[src/tccb_pkg.sv]
// Purpose: constants and types for the timer capture/buffer control block
// Assumes: one register word at byte 0x00, a second of own choosing at 0x04
// Notes: shared by the control module and its testbench
package tccb_pkg;
  localparam logic [7:0] TCCB_OFF_CTRL = 8'h00;
  localparam logic [7:0] TCCB_OFF_STAT = 8'h04;
  localparam logic [31:0] TCCB_CTRL_RESET = 32'h0000_0000;
  localparam int TCCB_BIT_SOFTWARE_RESET_TRIGGER = 0;
  localparam int TCCB_BIT_ENABLE = 1;
  localparam int TCCB_BIT_AUTO_LOCK_ENABLE = 11;
  localparam int TCCB_BIT_CAPTEN0 = 16;
  localparam int TCCB_BIT_COPEN0 = 20;
  // bits applied at once, not enable protected: auto_lock_enable, capture_channel_enable
  localparam logic [31:0] TCCB_DIRECT_MASK = 32'h0003_0800;
  // writable enable-protected bits (prescaler, mode, pin_capture_select, misc)
  localparam logic [31:0] TCCB_PROT_MASK = 32'h0030_07fc;
  localparam logic [15:0] TCCB_VAL_RESET = 16'h0000;
  localparam int TCCB_SYNC_CYCLES = 2;

  typedef struct packed {
    logic ovf;
    logic unf;
    logic retrig;
    logic upd;
  } tccb_evt_t;

  typedef struct packed {
    logic [15:0] active_period_value;
    logic [15:0] cc1;
    logic [15:0] cc0;
  } tccb_vals_t;
endpackage

[src/tccb_ctrl.sv]
// Purpose: channel mode, capture source and buffered-update control of a timer
// Assumes: single clock, Avalon-MM slave with waitrequest, counter events on same clock
// Notes: waitrequest is low one cycle after a request appears
// Functional notes
// - lock clear: buffered compare and period copied to active on update
// - lock set: active values held on update, buffers stay pending
// - per channel, pin capture select: 0 event trigger, 1 pin trigger
// - per channel, capture enable: 0 compare channel, 1 capture channel
// - capture enable bits written directly, no synchronisation delay
// - auto lock sets update lock on overflow, underflow or retrigger
// - auto lock bit written directly, no synchronisation delay
// - update lock ignored while any capture channel is enabled
//
// Decided for this implementation: the Avalon-MM slave port.
`timescale 1ns/1ps
module tccb_ctrl (
  input wire logic mclk_i,
  input wire logic reset_i,
  input wire logic [7:0] avs_address_i,
  input wire logic avs_read_i,
  input wire logic avs_write_i,
  input wire logic [31:0] avs_writedata_i,
  output logic [31:0] avs_readdata_o,
  output logic avs_waitrequest_o,
  input wire tccb_pkg::tccb_evt_t evt_i,
  input wire logic lock_set_i,
  input wire logic lock_clr_i,
  input wire tccb_pkg::tccb_vals_t buf_i,
  input wire logic [1:0] capt_evt_i,
  input wire logic [1:0] capt_pin_i,
  output tccb_pkg::tccb_vals_t active_o,
  output logic update_lock_flag_o,
  output logic [1:0] capture_channel_enable_o,
  output logic [1:0] capt_trig_o,
  output logic enable_o
);
  logic [31:0] ctrl_q;
  logic [31:0] ctrl_d;
  logic [31:0] pend_q;
  logic pend_vld_q;
  logic [$clog2(tccb_pkg::TCCB_SYNC_CYCLES+1)-1:0] sync_cnt_q;
  logic lock_q;
  logic lock_d;
  logic ack_q;
  logic wait_q;
  logic [1:0] pin_s1_q;
  logic [1:0] pin_s2_q;
  logic [1:0] pin_s3_q;
  logic [1:0] trig_q;
  tccb_pkg::tccb_vals_t act_q;
  logic [31:0] rdata_q;

  wire req = (avs_read_i | avs_write_i) & ~ack_q;
  wire sel_ctrl = avs_address_i == tccb_pkg::TCCB_OFF_CTRL;
  wire sel_stat = avs_address_i == tccb_pkg::TCCB_OFF_STAT;
  wire wr_ctrl = req & avs_write_i & sel_ctrl;
  wire enabled = ctrl_q[tccb_pkg::TCCB_BIT_ENABLE];
  wire software_reset_trigger = wr_ctrl & avs_writedata_i[tccb_pkg::TCCB_BIT_SOFTWARE_RESET_TRIGGER];
  wire [1:0] capture_channel_enable = ctrl_q[tccb_pkg::TCCB_BIT_CAPTEN0 +: 2];
  wire [1:0] pin_capture_select = ctrl_q[tccb_pkg::TCCB_BIT_COPEN0 +: 2];
  wire auto_lock_enable = ctrl_q[tccb_pkg::TCCB_BIT_AUTO_LOCK_ENABLE];
  wire cap_mode = |capture_channel_enable;
  wire lock_eff = lock_q & ~cap_mode;
  wire do_update = evt_i.upd & ~lock_eff;
  wire auto_set = auto_lock_enable & (evt_i.ovf | evt_i.unf | evt_i.retrig);
  wire sync_busy = pend_vld_q;
  wire [31:0] enable_bit = 32'h0000_0001 << tccb_pkg::TCCB_BIT_ENABLE;
  // protected fields are dropped once enabled; enable itself always writable
  wire [31:0] prot_ok = enabled ? 32'h0000_0000 : tccb_pkg::TCCB_PROT_MASK;
  wire [31:0] sync_mask = prot_ok | enable_bit;
  wire [31:0] sync_land = (ctrl_q & ~sync_mask) | (pend_q & sync_mask);
  wire sync_done = pend_vld_q && sync_cnt_q == ($bits(sync_cnt_q))'(tccb_pkg::TCCB_SYNC_CYCLES);

  // direct bits take effect the cycle after the write; others wait the sync delay
  always_comb
  begin
    ctrl_d = ctrl_q;
    if (sync_done)
      ctrl_d = (sync_land & ~tccb_pkg::TCCB_DIRECT_MASK) | (ctrl_q & tccb_pkg::TCCB_DIRECT_MASK);
    if (wr_ctrl)
      ctrl_d = (ctrl_d & ~tccb_pkg::TCCB_DIRECT_MASK)
             | (avs_writedata_i & tccb_pkg::TCCB_DIRECT_MASK);
    if (software_reset_trigger)
      ctrl_d = tccb_pkg::TCCB_CTRL_RESET;
  end

  // set wins over clear so an event in the clear cycle is kept
  always_comb
  begin
    lock_d = lock_q;
    if (lock_clr_i)
      lock_d = 1'b0;
    if (lock_set_i | auto_set)
      lock_d = 1'b1;
    if (software_reset_trigger)
      lock_d = 1'b0;
  end

  always_ff @(posedge mclk_i)
  begin
    if (reset_i)
    begin
      ctrl_q <= tccb_pkg::TCCB_CTRL_RESET;
      pend_q <= tccb_pkg::TCCB_CTRL_RESET;
      pend_vld_q <= 1'b0;
      sync_cnt_q <= '0;
      lock_q <= 1'b0;
    end
    else
    begin
      ctrl_q <= ctrl_d;
      lock_q <= lock_d;
      if (wr_ctrl & ~software_reset_trigger)
      begin
        pend_q <= avs_writedata_i;
        pend_vld_q <= 1'b1;
        sync_cnt_q <= '0;
      end
      else if (sync_done | software_reset_trigger)
        pend_vld_q <= 1'b0;
      else if (pend_vld_q)
        sync_cnt_q <= sync_cnt_q + 1'b1;
    end
  end

  always_ff @(posedge mclk_i)
  begin
    if (reset_i)
      act_q <= {3{tccb_pkg::TCCB_VAL_RESET}};
    else if (do_update)
      act_q <= buf_i;
  end

  // rise seen on the synchronised level only, never on the raw first flop
  wire [1:0] pin_rise = pin_s2_q & ~pin_s3_q;
  wire [1:0] trig_d;

  genvar ch;
  generate
    for (ch = 0; ch < 2; ch++)
    begin : g_chan
      assign trig_d[ch] = capture_channel_enable[ch] & (pin_capture_select[ch] ? pin_rise[ch] : capt_evt_i[ch]);
    end
  endgenerate

  // pin path: two flops then an edge detect on the synchronised level
  always_ff @(posedge mclk_i)
  begin
    if (reset_i)
    begin
      pin_s1_q <= 2'h0;
      pin_s2_q <= 2'h0;
      pin_s3_q <= 2'h0;
      trig_q <= 2'h0;
    end
    else
    begin
      pin_s1_q <= capt_pin_i;
      pin_s2_q <= pin_s1_q;
      pin_s3_q <= pin_s2_q;
      trig_q <= trig_d;
    end
  end

  wire [31:0] stat_word = {28'h0000000, sync_busy, cap_mode, lock_eff, lock_q};
  wire [31:0] rd_mux = sel_ctrl ? ctrl_q : (sel_stat ? stat_word : 32'h0000_0000);

  always_ff @(posedge mclk_i)
  begin
    if (reset_i)
    begin
      ack_q <= 1'b0;
      wait_q <= 1'b1;
      rdata_q <= 32'h0000_0000;
    end
    else
    begin
      ack_q <= req;
      wait_q <= ~req;
      if (req & avs_read_i)
        rdata_q <= rd_mux;
    end
  end

  assign avs_waitrequest_o = wait_q;
  assign avs_readdata_o = rdata_q;
  assign active_o = act_q;
  assign update_lock_flag_o = lock_q;
  assign capture_channel_enable_o = capture_channel_enable;
  assign capt_trig_o = trig_q;
  assign enable_o = enabled;
endmodule

[config.mk]
export PLATFORM = sky130hd
export DESIGN_NAME = tccb_ctrl
export DESIGN_NICKNAME = d
export VERILOG_FILES = /design/src/tccb_pkg.sv /design/src/tccb_ctrl.sv
export SDC_FILE = /design/constraint.sdc
export NUM_CORES = 1
export LEC_CHECK = 0
export BUFFER_PORTS_ARGS = -buffer_cell sky130_fd_sc_hd__buf_2
export CAP_MARGIN = 10
export CORE_MARGIN = 3
export CORE_UTILIZATION = 44
export CTS_CLUSTER_DIAMETER = 150
export DETAILED_ROUTE_END_ITERATION = 16
export PLACE_DENSITY = 0.82
export SLEW_MARGIN = 5
export SYNTH_ARGS = -nofsm -noshare
export SYNTH_HDL_FRONTEND = slang
export SYNTH_SLANG_ARGS = --single-unit
[constraint.sdc]
create_clock -name mclk_i -period 1.9 [get_ports mclk_i]
set_input_delay 0.19 -clock mclk_i [delete_from_list [all_inputs] [get_ports mclk_i]]
set_output_delay 0.19 -clock mclk_i [all_outputs]
set_load 0.1 [all_outputs]
==> metrics.txt, run 1 <==
FMAX 593 MHz; Initial Utilization 45.8%; EDFF count, synth 0; Yosys cell types 40; Synth area leader dfxtp_1; DRC 0; Netlist Area Pre-Place 0.00429 mm^2; # clock sinks 105; DIE AREA 0.0110 mm^2; Pwr Density 901 mW/mm^2; vias in the first global route 3906; # port buffers 156; clk slew on worst S/H paths 100 ps; cell family with most CP delay simple AND/OR/NAND/NOR gates; Pre-antenna DRT Iters 4; Max VDD drop 0.435 mV; post-CTS sizing 0; post-synthesis register bit count 105; CTS Buffer Depth 2; syn avg cell area 8.53 um^2; sequential cell area fraction in the yosys report 49.0%; Synth area leaders dfxtp_1 49%, a21oi_1 9.6%, nand3_1 5.7%; fin crit share 88.8%; area delta synth->final 26.0%; total negative setup slack 0 ps; Post-Syn Instances 503; Total GRT Usage 20.5%; slew at the pin closest to its max-slew limit 763 ps; slowest stage delay, CP 740 ps; count leader, synth dfxtp_1; grt ovf 0; Via density 5.33; Slew HR 49.1%; root buffer cell clkbuf_8; Primary FF master, synth dfxtp_1; io pins 189; RSZ-0062 raised after global routing false; Fill cells 898; fraction of layout cells with a size suffix above 1 31.2%; Post-synth top cells 105 x dfxtp_1, 82 x a21oi_1, 49 x nand3_1, 42 x clkbuf_1, 41 x o21ai_1; post-DR wirelength/cell 14.9 um; post-cts hold buffer count 0; # setup viols final 0; total chip power 4.87 mW; Die Wd 105 um; HPWL Detailed 8330 um; Final min period 1690 ps; postcts setup bufs 0; Max H-tree Level 3; CP max FO 13; Synth async-reset ratio 0%; critical path required time 2130 ps; core area 0.00937 mm^2; Worst-Skew Late Latency 360 ps; Post-Route WL 11500 um; largest net degree at the start of global routing 49; outcome finished clean; signal arrival time at the worst endpoint 1920 ps; global-route wire length before repair 18700 um; Worst path slowest cell or4b_1; initial antenna violation count 0; Slew Viols, Final 0; std cell rows 35; worst path bufs/invs 0; nets@finish 743; vias 4127; CTS tree built; Critical Path, Cell by Cell or4b_1, o31ai_1, a21oi_1; Die Ht 105 um; Crit Path Class flop to flop; CP Launch Type flop; post-route ant nets 0; CTS buffer count 9; Clock Skews 12.3 ps; CP Capture Type flop; number of max-cap violations 0; RePlAce Congestion 0.856; Leakage 2.37 nW; Starting DRT DRC Count 325; Syn. warnings 0; worst hold path class primary input to flop; Synth top area share 49.0%; final hold violation count 0
-- through the flow --
stage	instance area, um^2	instances	hold WS [ps]	util [%]	worst slack [ps]
2_1_floorplan	4350	518	294	-	145
3_3_place_gp	5180	758	409	55.2	216
3_5_place_dp	5180	758	409	55.2	207
4_1_cts	5410	773	23.0	57.7	214
5_1_grt	5410	773	50.6	57.7	101
6_report	5410	774	30.7	57.7	212
-- power by group --
group          internal (mW)  switching [mW]  total [mW]
clock                  0.816           0.733        1.55
combinational          0.192           0.832        1.02
sequential              2.27          0.0325        2.30
-- worst reg2reg max path, cell delays in order (launching register included) --
cell and delay (ps):
dfxtp_1 380, or4b_1 740, o31ai_1 330, a21oi_1 110
-- cell usage in the layout (no fill, tap or decap), types with 3 or more instances in the layout --
cell type / count
a21oi_1: 82
a311oi_1: 3
buf_2: 156
buf_4: 21
clkbuf_8: 9
conb_1: 16
dfxtp_1: 103
inv_1: 7
mux2i_1: 11
nand2_1: 21
nand3_1: 49
nand4_1: 28
nor2_1: 14
nor2b_1: 20
o21ai_0: 9
o21ai_1: 41
o31ai_1: 16
-- final timing paths --
| path | start | to | slack [ps] | depth (start not counted) |
|---|---|---|---|---|
| setup / recovery | ack_q | pend_q[7] | 210 | 3 |
| hold reg to reg | pin_s1_q[0] | pin_s2_q[0] | 450 | 1 |
| hold / removal | capt_pin_i[0] | pin_s1_q[0] | 30 | 2 |
| setup reg to reg | ack_q | pend_q[7] | 210 | 3 |
-- logic make-up after synthesis --
group / share of synthesized area [%]
compound gates: 20.0
fa+ha+maj: 0.291
buf+inv: 8.19
flops: 49.0
mux: 3.35
other cells: 0.0874
simple gates: 19.1
-- per-layer routing --
layer	GRT usage (%)	part of all wire [%]	up-vias
met4	7.59	2.0	0
met5	0	0	-
met2	34.0	48	160
li1	-	-	2038
met1	26.5	42	1910
met3	4.14	7.3	19
-- layout make-up --
class,count,area (um^2),share of cell area (%)
well taps,129,161,2.98
clock inverters,4,75.1,1.39
clock buffers,11,153,2.82
flip-flops and latches,105,2110,39.0
diodes,1,2.50,0.0463
multi-input cells,338,1920,35.5
repair buffers,178,958,17.7
inverters,8,30.0,0.555
(Power assumes the default switching activity.)
==> inputs of run 2 (changes only) <==
- ABC_AREA: default -> 1
- PLACE_DENSITY: 0.82 -> 0.83
==> run 2 against run 1 <==
Fmax up 0.85%. Utilization down 1.6 points. Hold slack about the same. Highest routed layer unchanged. Register-to-register slack about the same. Via count down 12%. First-iteration DRC count down 55%.
==> metrics.txt, run 2 <==
outcome finished clean; count leader, synth nor2_1; nets@finish 756; Storage cell area 0.00210 mm^2; clk slew on worst S/H paths 110 ps; CP Launch Type flop; Synth async-reset ratio 0%; CP max FO 14; std cell rows 34; R2R Setup Slk 230 ps; Crit Path Class flop to flop; Worst Hold Path EP pin_s1_q[1]; area delta synth->final 23.7%; number of max-cap violations 0; Netlist Area Pre-Place 0.00397 mm^2; Pre-antenna DRT Iters 4; Die Wd 101 um; XOR/XNOR share of the synthesized area 0%; worst reg2reg path depth 6; syn avg cell area 7.78 um^2; DIE AREA 0.0102 mm^2; post-DR wirelength/cell 12.7 um; Clock Skews 15.8 ps; final hold violation count 0; vias 3649; Die Ht 101 um; Util after Layout 56.1%; mux cell area share after synthesis 0%; Total GRT Usage 18.4%; total chip power 5.12 mW; Max H-tree Level 3; core area 0.00876 mm^2; sequential cell area fraction in the yosys report 52.9%; largest net degree at the start of global routing 49; CP Capture Type flop; Slew Viols, Final 0; Via density 4.76; worst r2r src sync_cnt_q[0]; post-synthesis register bit count 105; post-cts hold buffer count 0; Post-synth top cells 129 x nor2_1, 105 x dfxtp_1, 68 x nand2_1, 64 x o21ai_0, 41 x a21oi_1; root buffer cell clkbuf_8; critical path required time 2190 ps; # port buffers 156; postcts setup bufs 0; Worst-Skew Late Latency 370 ps; DRC 0; global-route wire length before repair 14900 um; hold_sp capt_pin_i[1]; Final min period 1670 ps; total negative setup slack 0 ps; Fill cells 836; Syn. warnings 0; HPWL Detailed 7110 um; # clock sinks 105; grt ovf 0; Synth area leaders dfxtp_1 53%, nor2_1 12%, o21ai_0 8.1%; compound-cell area share of the yosys netlist 14.7%; io pins 189; vias in the first global route 3267; most common cell after layout, fill and taps aside buf_2; Synth area leader dfxtp_1; largest family of logic cells by synthesized area simple AND/OR/NAND/NOR gates; post-CTS sizing 0; worst hold path depth 3; Yosys cell types 28; Synth top area share 52.9%; Starting DRT DRC Count 147; fraction of layout cells with a size suffix above 1 29.2%; slew at the pin closest to its max-slew limit 782 ps; initial antenna violation count 0; post-route ant nets 0; Post-Syn Instances 511; Initial Utilization 45.3%; Slew HR 47.8%; FMAX 598 MHz; Leakage 2.37 nW; multi-input logic area 0.00155 mm^2; most frequent cells in the layout 156 x buf_2, 129 x nor2_1, 105 x dfxtp_1, 68 x nand2_1, 64 x o21ai_0; RePlAce Congestion 0.831; Adder-Cell Fraction of Synth Area 0.315%; CTS buffer count 9; RSZ-0062 raised after global routing false; CTS tree built; Pwr Density 1040 mW/mm^2; # setup viols final 0; Max VDD drop 0.490 mV; CTS Buffer Depth 2; EDFF count, synth 0; signal arrival time at the worst endpoint 1960 ps; final antenna diode count 0; post-synthesis simple-gate area fraction 22.5%; Post-Route WL 9710 um; worst hold path class primary input to flop; Primary FF master, synth dfxtp_1; fin crit share 88.1%
run 2: report_power, final:
part	switching (mW)	internal, mW
clock	0.790	0.633
combinational	1.13	0.211
sequential	0.0508	2.31
run 2: logic make-up after synthesis:
| logic type | Yosys count |
|---|---|
| buffers and inverters | 72 |
| other | 1 |
| adder cells (fa/ha/maj) | 1 |
| flip-flops | 105 |
| AND/OR/NAND/NOR | 219 |
| AO/OA/AOI/OAI | 113 |
run 2: layer usage:
| metal | vias to the layer above | routed length (um) | GRT usage, % |
|---|---|---|---|
| met3 | 11 | 647 | 3.53 |
| met1 | 1620 | 4100 | 22.8 |
| li1 | 1875 | - | - |
| met5 | - | 0 | 0 |
| met2 | 143 | 4810 | 31.5 |
| met4 | 0 | 153 | 7.16 |
run 2: cell type report:
| cell class | instances | area share (%) |
|---|---|---|
| multi-input cells | 349 | 31.6 |
| clock inverters | 7 | 1.65 |
| well taps | 108 | 2.75 |
| clock buffers | 9 | 2.52 |
| inverters | 26 | 1.98 |
| repair buffers | 162 | 16.8 |
| flip-flops and latches | 105 | 42.7 |
run 2: worst max-delay path by stage:
stage,startpoint,slack (ps),endpoint,depth (start not counted)
2_1_floorplan,update_lock_flag_o,60,active_o[26],7
3_3_place_gp,avs_address_i[1],210,sync_cnt_q[1],9
5_1_grt,ctrl_q[17],100,active_o[3],6
4_1_cts,sync_cnt_q[0],240,flop,6
6_report,sync_cnt_q[0],230,flop,6
3_5_place_dp,avs_address_i[1],150,sync_cnt_q[1],9
run 2: stage by stage:
stage | setup slack, ps | std cells | cell area (um^2) | hold slack [ps]
after global placement | 210 | 750 | 4710 | 395
final | 226 | 766 | 4920 | 30.3
after CTS | 237 | 766 | 4920 | 15.6
after detailed placement | 155 | 750 | 4710 | 397
after floorplan | 62.7 | 526 | 4030 | 259
after global routing | 95.1 | 766 | 4920 | 19.8
run 2: worst max-delay path, stage by stage (launching register included):
cell and delay [ps]:
dfxtp_1 340, inv_1 80, ha_1 190, nand2_1 90
or2_1 390, or2_2 350, a21oi_1 150
